File: config.mk
export PLATFORM = sky130hd
export DESIGN_NAME = gbcd_decoder
export DESIGN_NICKNAME = d
export VERILOG_FILES = /design/src/gbcd_buf2.v /design/src/gbcd_decoder.v
export VERILOG_INCLUDE_DIRS = /design/src
export SDC_FILE = /design/constraint.sdc
export NUM_CORES = 1
export LEC_CHECK = 0
export BUFFER_PORTS_ARGS = -buffer_cell sky130_fd_sc_hd__buf_2
export CORE_UTILIZATION = 50
export DETAILED_ROUTE_END_ITERATION = 10
export PLACE_DENSITY = 0.8
export SLEW_MARGIN = 15
export SYNTH_ARGS = -nofsm -noshare
export SYNTH_HDL_FRONTEND = slang
export SYNTH_SLANG_ARGS = --single-unit
File: constraint.sdc
create_clock -name i_ref_clk -period 2.6 [get_ports i_ref_clk]
set_clock_uncertainty 0.15 [all_clocks]
set_input_delay 0 -clock i_ref_clk [delete_from_list [all_inputs] [get_ports i_ref_clk]]
set_output_delay 0 -clock i_ref_clk [all_outputs]
set_load 0.02 [all_outputs]
File: src/gbcd_defs.vh
`ifndef GBCD_DEFS_VH
`define GBCD_DEFS_VH

// ----------------------------------------------------------------
// multiline command codes (7-bit, taken with attention true)
// ----------------------------------------------------------------
`define GBCD_CMD_GO_LOCAL 7'h01
`define GBCD_CMD_SEL_CLEAR 7'h04
`define GBCD_CMD_TRIGGER 7'h08
`define GBCD_CMD_LOCKOUT 7'h11
`define GBCD_CMD_DEV_CLEAR 7'h14
`define GBCD_CMD_POLL_ON 7'h18
`define GBCD_CMD_POLL_OFF 7'h19
`define GBCD_CMD_UNLISTEN 7'h3f
`define GBCD_CMD_UNTALK 7'h5f

// ----------------------------------------------------------------
// address groups: top two bits of the 7-bit byte
// ----------------------------------------------------------------
`define GBCD_GRP_LISTEN 2'h1
`define GBCD_GRP_TALK 2'h2
`define GBCD_GRP_SECOND 2'h3
`define GBCD_GRP_MSB 6
`define GBCD_GRP_LSB 5

// ----------------------------------------------------------------
// pin vector layout after the synchroniser
// ----------------------------------------------------------------
`define GBCD_PIN_W 13
`define GBCD_PIN_DIO_MSB 7
`define GBCD_PIN_DAV 8
`define GBCD_PIN_EOI 9
`define GBCD_PIN_REN 10
`define GBCD_PIN_IFC 11
`define GBCD_PIN_ATN 12
`define GBCD_PIN_IDLE 13'h1fff

// ----------------------------------------------------------------
// timing: bus lines settle this many cycles after the strobe
// ----------------------------------------------------------------
`define GBCD_SETTLE_CYC 2'h2

`endif

File: src/gbcd_buf2.v
`timescale 1ns/1ps

// two-entry buffer: an output register plus one skid register, so
// both sides see registered handshakes and a stall loses nothing
module gbcd_buf2 #(
  parameter W = 9
) (
  // clock and reset
  input wire i_ref_clk,
  input wire i_reset,
  // filling side
  input wire i_valid,
  input wire [W-1:0] i_data,
  output wire o_ready,
  // draining side
  output wire o_valid,
  output wire [W-1:0] o_data,
  input wire i_ready
);

  reg out_v_r;
  reg [W-1:0] out_d_r;
  reg sk_v_r;
  reg [W-1:0] sk_d_r;
  wire push;
  wire pop;

  // full only when the skid slot is taken
  assign o_ready = ~sk_v_r;
  assign o_valid = out_v_r;
  assign o_data = out_d_r;
  assign push = i_valid & ~sk_v_r;
  assign pop = out_v_r & i_ready;

  // move words forward, skid first to keep order
  always @(posedge i_ref_clk) begin
    if (i_reset) begin
      out_v_r <= 1'b0;
      out_d_r <= {W{1'b0}};
      sk_v_r <= 1'b0;
      sk_d_r <= {W{1'b0}};
    end else if (pop) begin
      if (sk_v_r) begin
        out_d_r <= sk_d_r;
        sk_v_r <= 1'b0;
      end else if (push) begin
        out_d_r <= i_data;
      end else begin
        out_v_r <= 1'b0;
      end
    end else if (push) begin
      if (!out_v_r) begin
        out_v_r <= 1'b1;
        out_d_r <= i_data;
      end else begin
        sk_v_r <= 1'b1;
        sk_d_r <= i_data;
      end
    end
  end

endmodule // gbcd_buf2

File: src/gbcd_decoder.v
`timescale 1ns/1ps
`include "gbcd_defs.vh"

module gbcd_decoder #(
  parameter DW = 8
) (
  // clock and reset
  input wire i_ref_clk,
  input wire i_reset,
  // bus lines, active low, asynchronous to the clock
  input wire i_atn_n,
  input wire i_ifc_n,
  input wire i_ren_n,
  input wire i_eoi_n,
  input wire i_dav_n,
  input wire [DW-1:0] i_dio_n,
  // acceptor handshake lines, open drain
  input wire i_nrfd_n,
  output reg o_nrfd_n,
  output reg o_nrfd_oe,
  input wire i_ndac_n,
  output reg o_ndac_n,
  output reg o_ndac_oe,
  // service request line, open drain
  input wire i_srq_n,
  output reg o_srq_n,
  output reg o_srq_oe,
  // instrument configuration and front panel
  input wire [4:0] i_pri_addr,
  input wire i_service_req,
  input wire i_local_key,
  // interface state
  output reg o_listener,
  output reg o_talker,
  output reg o_remote,
  output reg o_lockout,
  output reg o_spoll,
  // one-cycle events to the instrument
  output reg o_dev_clear,
  output reg o_trigger,
  // data bytes to the instrument
  output wire [DW-1:0] o_data,
  output wire o_data_eoi,
  output wire o_data_valid,
  input wire i_data_ready
);

  // ----------------------------------------------------------------
  // acceptor states
  // ----------------------------------------------------------------
  localparam ST_READY = 4'b0001;
  localparam ST_SETTLE = 4'b0010;
  localparam ST_TAKE = 4'b0100;
  localparam ST_DONE = 4'b1000;

  // ----------------------------------------------------------------
  // pin synchroniser
  // ----------------------------------------------------------------
  reg [`GBCD_PIN_W-1:0] pin_s1_r;
  reg [`GBCD_PIN_W-1:0] pin_s2_r;

  // first stage is read by the second stage only
  always @(posedge i_ref_clk) begin
    if (i_reset) begin
      pin_s1_r <= `GBCD_PIN_IDLE;
      pin_s2_r <= `GBCD_PIN_IDLE;
    end else begin
      pin_s1_r <= {i_atn_n, i_ifc_n, i_ren_n, i_eoi_n, i_dav_n, i_dio_n};
      pin_s2_r <= pin_s1_r;
    end
  end

  // low level is the true state on every line
  wire atn_t = ~pin_s2_r[`GBCD_PIN_ATN];
  wire ifc_t = ~pin_s2_r[`GBCD_PIN_IFC];
  wire ren_t = ~pin_s2_r[`GBCD_PIN_REN];
  wire eoi_t = ~pin_s2_r[`GBCD_PIN_EOI];
  wire dav_t = ~pin_s2_r[`GBCD_PIN_DAV];
  wire [DW-1:0] byte_t = ~pin_s2_r[`GBCD_PIN_DIO_MSB:0];
  wire [6:0] cmd = byte_t[6:0];
  wire [1:0] grp = cmd[`GBCD_GRP_MSB:`GBCD_GRP_LSB];

  // ----------------------------------------------------------------
  // state registers
  // ----------------------------------------------------------------
  reg [3:0] st_r;
  reg [3:0] st_nxt;
  reg [1:0] settle_r;
  reg ren_d_r;
  reg listener_nxt;
  reg talker_nxt;
  reg remote_nxt;
  reg lockout_nxt;
  reg spoll_nxt;
  reg dev_clear_nxt;
  reg trigger_nxt;
  reg push;
  wire buf_ready;
  wire take = (st_r == ST_TAKE);
  wire take_cmd = take & atn_t;

  // a listener or any byte under attention joins the handshake
  wire engaged = atn_t | o_listener;

  // ----------------------------------------------------------------
  // acceptor sequence
  // ----------------------------------------------------------------
  // data lines may trail the strobe, so wait a few cycles before use
  always @* begin
    st_nxt = st_r;
    case (st_r)
      ST_READY: begin
        if (dav_t && engaged && buf_ready) begin
          st_nxt = ST_SETTLE;
        end
      end
      ST_SETTLE: begin
        if (settle_r == `GBCD_SETTLE_CYC) begin
          st_nxt = ST_TAKE;
        end
      end
      ST_TAKE: begin
        st_nxt = ST_DONE;
      end
      ST_DONE: begin
        if (!dav_t) begin
          st_nxt = ST_READY;
        end
      end
      default: begin
        st_nxt = ST_READY;
      end
    endcase
  end

  // settle counter and state
  always @(posedge i_ref_clk) begin
    if (i_reset) begin
      st_r <= ST_READY;
      settle_r <= 2'h0;
    end else begin
      st_r <= st_nxt;
      if (st_r == ST_SETTLE) begin
        settle_r <= settle_r + 2'h1;
      end else begin
        settle_r <= 2'h0;
      end
    end
  end

  // ----------------------------------------------------------------
  // command decode
  // ----------------------------------------------------------------
  // later branches win, so unlisten beats a matching listen address
  always @* begin
    listener_nxt = o_listener;
    talker_nxt = o_talker;
    remote_nxt = o_remote;
    lockout_nxt = o_lockout;
    spoll_nxt = o_spoll;
    dev_clear_nxt = 1'b0;
    trigger_nxt = 1'b0;
    push = 1'b0;
    // remote follows the edge of remote enable so go-to-local sticks
    if (ren_t && !ren_d_r) begin
      remote_nxt = 1'b1;
    end
    if (take_cmd) begin
      case (cmd)
        `GBCD_CMD_LOCKOUT: lockout_nxt = 1'b1;
        `GBCD_CMD_DEV_CLEAR: dev_clear_nxt = 1'b1;
        `GBCD_CMD_POLL_ON: spoll_nxt = 1'b1;
        `GBCD_CMD_POLL_OFF: spoll_nxt = 1'b0;
        default: begin
        end
      endcase
      if (o_listener) begin
        case (cmd)
          `GBCD_CMD_SEL_CLEAR: dev_clear_nxt = 1'b1;
          `GBCD_CMD_GO_LOCAL: begin
            remote_nxt = 1'b0;
            lockout_nxt = 1'b0;
          end
          `GBCD_CMD_TRIGGER: trigger_nxt = 1'b1;
          default: begin
          end
        endcase
      end
      case (grp)
        `GBCD_GRP_LISTEN: begin
          if (cmd[4:0] == i_pri_addr) begin
            listener_nxt = 1'b1;
          end
          if (cmd == `GBCD_CMD_UNLISTEN) begin
            listener_nxt = 1'b0;
          end
        end
        `GBCD_GRP_TALK: begin
          // another device's talk address also makes us talker idle
          talker_nxt = (cmd[4:0] == i_pri_addr);
          if (cmd == `GBCD_CMD_UNTALK) begin
            talker_nxt = 1'b0;
          end
        end
        `GBCD_GRP_SECOND: begin
          // no secondary addressing here
          talker_nxt = o_talker;
        end
        default: begin
        end
      endcase
    end
    // data bytes go to the instrument when listening
    if (take && !atn_t && o_listener) begin
      push = 1'b1;
    end
    // front panel local key, honoured unless locked out
    if (i_local_key && !lockout_nxt) begin
      remote_nxt = 1'b0;
    end
    // lockout and remote both fall with remote enable
    if (!ren_t) begin
      remote_nxt = 1'b0;
      lockout_nxt = 1'b0;
    end
    // interface clear overrides the listener, talker and poll state this byte set
    if (ifc_t) begin
      listener_nxt = 1'b0;
      talker_nxt = 1'b0;
      spoll_nxt = 1'b0;
    end
  end

  // interface state registers
  always @(posedge i_ref_clk) begin
    if (i_reset) begin
      ren_d_r <= 1'b0;
      o_listener <= 1'b0;
      o_talker <= 1'b0;
      o_remote <= 1'b0;
      o_lockout <= 1'b0;
      o_spoll <= 1'b0;
      o_dev_clear <= 1'b0;
      o_trigger <= 1'b0;
    end else begin
      ren_d_r <= ren_t;
      o_listener <= listener_nxt;
      o_talker <= talker_nxt;
      o_remote <= remote_nxt;
      o_lockout <= lockout_nxt;
      o_spoll <= spoll_nxt;
      o_dev_clear <= dev_clear_nxt;
      o_trigger <= trigger_nxt;
    end
  end

  // ----------------------------------------------------------------
  // open-drain line drivers
  // ----------------------------------------------------------------
  // the device never drives attention, clear or remote; only these
  always @(posedge i_ref_clk) begin
    if (i_reset) begin
      o_nrfd_n <= 1'b0;
      o_nrfd_oe <= 1'b0;
      o_ndac_n <= 1'b0;
      o_ndac_oe <= 1'b0;
      o_srq_n <= 1'b0;
      o_srq_oe <= 1'b0;
    end else begin
      // hold not-ready unless idle and the buffer can take a byte
      o_nrfd_oe <= engaged & ~(st_nxt == ST_READY & buf_ready);
      // release not-accepted once the byte has been taken
      o_ndac_oe <= engaged & (st_nxt != ST_DONE);
      o_srq_oe <= i_service_req;
    end
  end

  // ----------------------------------------------------------------
  // data buffer
  // ----------------------------------------------------------------
  // the end flag rides with its byte so the receiver sees message end
  gbcd_buf2 #(
    .W(DW + 1)
  ) u_buf (
    .i_ref_clk(i_ref_clk),
    .i_reset(i_reset),
    .i_valid(push),
    .i_data({eoi_t, byte_t}),
    .o_ready(buf_ready),
    .o_valid(o_data_valid),
    .o_data({o_data_eoi, o_data}),
    .i_ready(i_data_ready)
  );

endmodule // gbcd_decoder

Yosys cells after proc, flatten, opt, wreduce, memory -nomap -nowiden
Index checks and enable logic that the tools add are counted.

operators by class
  $lt $le $gt $ge = 0
  reduce and logical (&&, ||, !) cells = 26
  equal/unequal tests = 22
  divide/modulo/power cells = 0
  shift-type cells = 0
  bitwise gates (word level) = 19
  multiplexer cells = 30
  multiply operators = 0
  add/sub/neg operators = 1

operators with widths
  cell                  count
  $mux W9               5
  $eq A7 B5 Y1 const B  4
  $mux W1               20
  $pmux W4 S4           1
  $mux W4               3
  $reduce_and A3 Y1     4
  $not A1 Y1            11
  $reduce_or A2 Y1      5
  $eq A4 B1 Y1 const B  2
  $not A8 Y8            1
  $reduce_bool A2 Y1    4
  $eq A7 B1 Y1 const B  1
  $eq A7 B3 Y1 const B  1
  $eq A7 B4 Y1 const B  1
  $eq A7 B6 Y1 const B  1
  $eq A7 B7 Y1 const B  1
  $and A1 B1 Y1         6
  $logic_and A1 B1 Y1   6
  $ne A2 B2 Y1 const B  3
  $reduce_and A2 Y1     3
  $reduce_or A3 Y1      2
  $eq A5 B5 Y1          1
  $eq A2 B2 Y1 const B  2
  $eq A4 B2 Y1 const B  1
  8 further kinds       9

word-level totals
  output and inout bits = 23
  bits in writable memories = 0
  register bits after elaboration = 63
  memory bits (read-only) = 0
  memories kept = 0
  input bits = 26
  bits in latches = 0
  word-level logic and storage cells = 117

Longest topological paths before layout
Gate-level depths: netlist of run 1.

  word-level depth = 10
  depth in mapped cells = 7
  gate-level depth less buffers = 4

Cells and area by module
A second synthesis of run 1 with hierarchy kept.

second synthesis, totals
  cell total of the unflattened synthesis = 255
  area, all modules = 2422.3 µm²

modules (own cells, without submodules)
  module        cells an instance  times used  seq. area each (µm²)  area each (µm²)
  gbcd_decoder  161                1           860.8                 1587.8
  gbcd_buf2     94                 1           400.4                 834.6

Worst setup path before layout of run 1
No wires, ideal clock.

  path kind = register -> register
  start = register st_r[1]
  end = register o_spoll
  period minus slack after synthesis = 2.174 ns
  setup time = 0.115 ns
  buffers on the path = 2
  setup slack = 0.426 ns
  data arrival time = 1.909 ns
  stages on the path, launching flop included = 7
  data required time = 2.335 ns
  cell sequence = dfxtp_1 > or4b_1 > buf_2 > or4_1 > clkbuf_2 > o21a_1 > o21ba_1

between the ends
  cells in the longest elaborated chain, start to end = 3

RTL lines
  element                             line                source
  start: declaration                  gbcd_decoder.v:86   reg [3:0] st_r;
  start signal: assignment            gbcd_decoder.v:142  st_r <= st_nxt;
  $eq A4 B3 Y1                        gbcd_decoder.v:99   wire take = (st_r == ST_TAKE);
  $and A1 B1 Y1                       gbcd_decoder.v:100  wire take_cmd = take & atn_t;
  $reduce_and A2 Y1 (no source line)  n/a
  end signal: assignment              gbcd_decoder.v:251  o_spoll <= spoll_nxt;
  end: declaration                    gbcd_decoder.v:37   output reg o_spoll,

Every way passes these cells.
A chain may end at the register's enable or synchronous reset.

Final worst setup path of run 1
  start = register st_r[1]
  end = register o_talker

between the ends
  cells in the longest elaborated chain, start to end = 3

RTL lines
  element                             line                source
  $eq A4 B3 Y1                        gbcd_decoder.v:99
  $and A1 B1 Y1                       gbcd_decoder.v:100
  $reduce_and A2 Y1 (no source line)  n/a
  end signal: assignment              gbcd_decoder.v:248  o_talker <= talker_nxt;
  end: declaration                    gbcd_decoder.v:34   output reg o_talker,

Every way passes these cells.

==> results of run 1 <==
==> worst paths after layout <==
path / to / slack, ns
setup / recovery: o_talker$_SDFFE_PP0P_ / 0.23
hold / removal: u_buf.sk_v_r$_SDFFE_PP0P_ / 0.03
setup reg to reg: o_talker$_SDFFE_PP0P_ / 0.23
hold reg to reg: pin_s2_r[3]$_SDFF_PP1_ / 0.25
==> synthesized netlist by cell type (2+ instances only) <==
cell	instances	area, sq um
dfxtp_1	63	1260
or2_2	26	163
nor2_1	22	82.6
nand3_1	19	95.1
inv_1	16	60.1
clkbuf_1	14	52.6
o21ai_0	12	60.1
a211oi_1	11	82.6
nand2_1	11	41.3
a31oi_1	10	62.6
or3_1	9	56.3
nand2b_1	7	43.8
xnor2_1	5	43.8
buf_4	4	30.0
nor4b_1	4	35.0
a21oi_1	3	15.0
nor2b_1	3	18.8
nor3_1	3	15.0
o21a_1	3	22.5
buf_6	2	22.5
nand3b_1	2	15.0
nand4b_1	2	17.5
nor4_1	2	12.5
==> repair_timing <==
| item | 4_1_cts | 5_1_grt |
|---|---|---|
| hold buffers | 18 | 0 |
| hold endpoints to repair | 16 | 0 |
| gates resized for setup | 0 | 1 |
| setup endpoints to repair | 0 | 1 |
==> sequential cells by signal (all words and copies together) (netlist names), 2 cells and up <==
register / count
pin_s1_r: 13
pin_s2_r: 13
u_buf.o_data: 9
u_buf.sk_d_r: 9
st_r: 4
settle_r: 2
==> layer usage <==
| layer | track usage [%] | vias to the layer above | part of all wire [%] |
|---|---|---|---|
| met2 | 31.9 | 64 | 48 |
| met3 | 4.03 | 14 | 5.1 |
| met1 | 21.8 | 889 | 44 |
| li1 | - | 1017 | - |
| met5 | 0 | - | 0 |
| met4 | 15.7 | 0 | 3.3 |
==> through the flow <==
step	setup WS, ns	utilization [%]	instance area [sq um]	hold slack, ns
global route	0.0978	65.2	3080	0.0772
CTS	0.147	65.1	3070	0.0266
detailed placement	0.303	56.6	2670	0.0335
finish	0.233	65.2	3080	0.0338
global placement	0.325	56.6	2670	0.0329
floorplan	0.426	-	2480	-0.0462
==> final cells by class <==
class                           instances  area [sq um]
Clock buffer                           11           141
Clock inverter                          5          81.3
Fill cell                             373          1640
Inverter                               16          60.1
Multi-Input combinational cell        173          1050
Sequential cell                        63          1260
Tap cell                               67          83.8
Timing Repair Buffer                   62           405
==> where the power goes <==
group          internal, uW  switching (uW)
Combinational          52.4            41.1
Sequential              986            13.0
Clock                   566             361
==> logic make-up (layout without fill, tap and decap cells) <==
logic type | Yosys count | after routing | share of synthesized area [%]
AOI/OAI and AO/OA | 45 | 45 | 11.9
xor gates and xnor gates | 5 | 5 | 1.77
adders and majority gates | 1 | 1 | 0.507
buffers and inverters | 38 | 94 | 7.09
DFF | 63 | 63 | 51.1
other | 1 | 3 | 0.152
and+or+nand+nor | 119 | 119 | 27.6
==> results.sh, run 1 <==
export IMPL_overflow=0
export IMPL_rsz0062_at_grt="false"
export IMPL_timing_hold_violations_final=0
export IMPL_relSlewSlack_pct=44.6
export IMPL_startpoint_type="flip-flop"
export IMPL_grt_max_degree=56
export IMPL_synth_seq_cells=63
export IMPL_slowest_delay_ns=0.67
export IMPL_crit_reg2reg_launch="st_r[1]$_SDFF_PP0_"
export IMPL_async_flop_share_pct=0
export IMPL_p_total_uw=2020
export IMPL_drt_iter0_drc=160
export IMPL_cts_tree="built"
export IMPL_status="completed"
export IMPL_cts_buffers=9
export IMPL_ant_nets=0
export IMPL_h_tree_depth=3
export IMPL_antenna_found_initial=0
export IMPL_crit_type="flip-flop to flip-flop"
export IMPL_synthesis_area_sq_um=2470
export IMPL_drc=0
export IMPL_yosys_warnings=0
export IMPL_fp_dieH_microns=72.3
export IMPL_peakVddDrop_uv=521
export IMPL_cts_sinks=63
export IMPL_crit_path_end_kind="flip-flop"
export IMPL_p_leak_uw=0.00118
export IMPL_ios=49
export IMPL_die_x_microns=72.3
export IMPL_critPathBufInv=1
export IMPL_synth_edf_count=0
export IMPL_wl_per_cell_microns=11.7
export IMPL_port_buffers=42
export IMPL_cp_required_ns=2.72
export IMPL_start_util_pct=52.3
export IMPL_synth_area_per_cell_sq_um=9.08
export IMPL_path_depth=5
export IMPL_dr_pass1_iters=4
export IMPL_grt_use_total_pct=19.4
export IMPL_final_setup_viol_count=0
export IMPL_dpl_hpwl_microns=2940
export IMPL_drt_vias_per_instance=5.00
export IMPL_die_area_sq_um=5230
export IMPL_cp_slowest_cell="or4b_1"
export IMPL_synth_cell_types=42
export IMPL_reg2reg_depth=5
export IMPL_final_common_cell="dfxtp_1"
export IMPL_crit_family="simple AND/OR/NAND/NOR gates"
export IMPL_clkTransAtPathRegs_ns=0.07
export IMPL_num_antenna_cells=0
export IMPL_drv_slew=0
export IMPL_drive_above_1_share_pct=26.4
export IMPL_fp_row_count=25
export IMPL_drv_cap=0
export IMPL_holdCritStartpoint="i_data_ready"
export IMPL_grt_first_pass_wirelength_microns=7550
export IMPL_cts_root_buf="clkbuf_8"
export IMPL_clk_latency_ns=0.34
export IMPL_num_vias=1984
export IMPL_layout_cells_non_filler=397
export IMPL_core_sq_um=4720
export IMPL_wl_microns=4660
export IMPL_post_route_period_util_pct=91.0
export IMPL_period_needed_ns=2.37
export IMPL_postSynthCellCount=272
export IMPL_critPathLaunch="st_r[1]$_SDFF_PP0_"
export IMPL_cp_max_fo=6
export IMPL_seq_area_frac_synth_pct=51.1
export IMPL_finalNetCount=352
export IMPL_final_cell_mix="63 x dfxtp_1, 42 x buf_2, 26 x or2_2"
export IMPL_arrival_ns=2.48
export IMPL_setup_tns_ns=0
export IMPL_worstHoldPathCells=2
export IMPL_tightest_slew_ns=0.831
export IMPL_crit_chain="or4b_1 -> nor4b_2 -> nand4b_1 -> dlygate4sd3_1 -> a21oi_1"
export IMPL_gp_congestion=0.819
export IMPL_ctsLongestPathBuffers=2
export IMPL_cts_setup_buffers=0
export IMPL_dpl_cell_count=363
export IMPL_pwr_density_cell_nw_per_um2=655
export IMPL_ys_flop_type="dfxtp_1"
export IMPL_grt_pass1_vias=1794
export IMPL_area_growth_pct=24.7
export IMPL_hp_class="input pin to flip-flop"
export IMPL_fmax_ghz=0.423
Note: power is estimated with default switching activity, not from simulation.
==> run 2, diff against run 1 <==
--- a/config.mk
+++ b/config.mk
@@ -7,9 +7,9 @@
 export NUM_CORES = 1
 export LEC_CHECK = 0
 export BUFFER_PORTS_ARGS = -buffer_cell sky130_fd_sc_hd__buf_2
-export CORE_UTILIZATION = 50
+export CORE_UTILIZATION = 40
 export DETAILED_ROUTE_END_ITERATION = 10
-export PLACE_DENSITY = 0.8
+export PLACE_DENSITY = 0.68
 export SLEW_MARGIN = 15
 export SYNTH_ARGS = -nofsm -noshare
 export SYNTH_HDL_FRONTEND = slang
==> results.sh, run 2 (same netlist as run 1, synthesis figures left out) <==
export IMPL_status="completed"
export IMPL_area_growth_pct=24.3
export IMPL_met2_length_microns=2170
export IMPL_power_switching_uw=397
export IMPL_p_total_uw=1950
export IMPL_wl_microns=4650
export IMPL_drv_slew=0
export IMPL_reg2reg_slack_ns=0.17
export IMPL_start_util_pct=41.5
export IMPL_port_buffers=42
export IMPL_die_x_microns=80.6
export IMPL_grt_first_pass_wirelength_microns=7530
export IMPL_cts_setup_buffers=0
export IMPL_fp_row_count=28
export IMPL_routed_top_layer="met4"
export IMPL_p_leak_uw=0.00118
export IMPL_drc=0
export IMPL_cts_buffers=9
export IMPL_p_sw_share_pct=20.3
export IMPL_startpoint_type="flip-flop"
export IMPL_drt_iter0_drc=87
export IMPL_core_sq_um=5960
export IMPL_cp_slowest_cell="or4b_1"
export IMPL_nFillCells=562
export IMPL_grt_use_total_pct=15.7
export IMPL_ctsLongestPathBuffers=2
export IMPL_relSlewSlack_pct=44.7
export IMPL_final_cell_mix="63 x dfxtp_1, 42 x buf_2, 26 x or2_2"
export IMPL_combPwrFrac_pct=4.7
export IMPL_finalNetCount=352
export IMPL_h_tree_depth=3
export IMPL_cts_resized=0
export IMPL_post_route_util_pct=51.6
export IMPL_wl_per_cell_microns=11.5
export IMPL_grt_max_degree=56
export IMPL_drv_cap=0
export IMPL_arrival_ns=2.54
export IMPL_drive_above_1_share_pct=26.1
export IMPL_dpl_hpwl_microns=2930
export IMPL_peakVddDrop_uv=388
export IMPL_num_vias=1962
export IMPL_met1_length_microns=2180
export IMPL_fmax_ghz=0.411
export IMPL_final_common_cell="dfxtp_1"
export IMPL_slowest_delay_ns=0.66
export IMPL_p_int_uw=1560
export IMPL_die_area_sq_um=6490
export IMPL_crit_path_end_kind="flip-flop"
export IMPL_cts_hold_buffers=18
export IMPL_clkTransAtPathRegs_ns=0.07
export IMPL_hp_class="input pin to flip-flop"
export IMPL_post_route_period_util_pct=93.6
export IMPL_timing_hold_violations_final=0
export IMPL_num_antenna_cells=0
export IMPL_rsz0062_at_grt="false"
export IMPL_antenna_found_initial=0
export IMPL_p_clk_share_pct=44.2
export IMPL_ios=49
export IMPL_setup_tns_ns=0
export IMPL_gp_congestion=0.727
export IMPL_wl_met3_microns=226
export IMPL_cts_sinks=63
export IMPL_dr_pass1_iters=5
export IMPL_cp_required_ns=2.71
export IMPL_cp_max_fo=6
export IMPL_p_seq_share_pct=51.1
export IMPL_cts_root_buf="clkbuf_8"
export IMPL_ant_nets=0
export IMPL_fp_dieH_microns=80.6
export IMPL_overflow=0
export IMPL_grt_pass1_vias=1744
export IMPL_tightest_slew_ns=0.829
export IMPL_final_setup_viol_count=0
export IMPL_clk_latency_ns=0.33
export IMPL_crit_chain="or4b_1 -> nor4b_1 -> nand4b_1 -> dlygate4sd3_1 -> a21oi_1"
export IMPL_crit_type="flip-flop to flip-flop"
export IMPL_reg_top3="pin_s1_r x13, pin_s2_r x13"
export IMPL_cts_tree="built"
export IMPL_pwr_density_cell_nw_per_um2=636
export IMPL_drt_vias_per_instance=4.84
export IMPL_period_needed_ns=2.43
-- run 2: changes by cell type in the layout (fill, tap and decap cells not counted) --
cell        before  now
nor4b_2          1    0
clkinv_4         1    0
bufinv_16        2    1
clkinvlp_4       1    0
clkinv_2         1    2
clkbuf_8        10   12
nor4b_1          3    4
-- run 2: path summary, 6_finish.rpt --
path                      startpoint                        end  cells after the start
max               st_r[1]$_SDFF_PP0_      o_talker$_SDFFE_PP0P_                      5
min                     i_data_ready  u_buf.sk_v_r$_SDFFE_PP0P_                      2
max reg2reg       st_r[1]$_SDFF_PP0_      o_talker$_SDFFE_PP0P_                      5
min reg2reg  pin_s2_r[10]$_SDFF_PP1_         ren_d_r$_SDFF_PP0_                      1
-- run 2: power by group through the flow --
| stage | clock, uW | sequential [uW] | combinational (uW) |
|---|---|---|---|
| 4_1_cts | 885 | 999 | 92.4 |
| 3_3_place_gp | 0 | 1020 | 71.7 |
| 2_1_floorplan | 0 | 1020 | 54.3 |
| 5_1_grt | 930 | 1000 | 102 |
| 6_report | 863 | 999 | 92.0 |
| 3_5_place_dp | 0 | 1020 | 72.6 |
-- run 2: critical path: cells and delay by family, from the launching register on --
kind | cells | cell delay, ns
simple gates | 3 | 1.16
compound gates | 1 | 0.14
flops | 1 | 0.33
buf+inv | 1 | 0.58
-- run 2: routing by layer --
layer | global-route usage (%) | vias to the layer above
met5 | 0 | -
met3 | 5.45 | 4
li1 | - | 1023
met1 | 18.3 | 887
met2 | 24.6 | 48
met4 | 9.29 | 0
-- run 2: per-stage QoR --
stage	hold slack, ns	instance area (sq um)	instances	worst slack [ns]
final	0.0456	3070	405	0.165
after CTS	0.0234	3070	405	0.167
after floorplan	-0.0462	2480	274	0.426
after detailed placement	0.0348	2680	371	0.298
after global routing	0.0809	3070	405	0.0443
after global placement	0.0321	2680	371	0.318
-- run 2: final cells by class --
| class | instances | area [sq um] | share of cell area, % |
|---|---|---|---|
| inverter | 16 | 60.1 | 1.96 |
| sequential | 63 | 1260 | 41.1 |
| tap | 75 | 93.8 | 3.06 |
| clock buffer | 13 | 169 | 5.50 |
| multi-input combinational | 173 | 1040 | 33.9 |
| clock inverter | 3 | 40.0 | 1.30 |
| timing repair buffer | 62 | 405 | 13.2 |
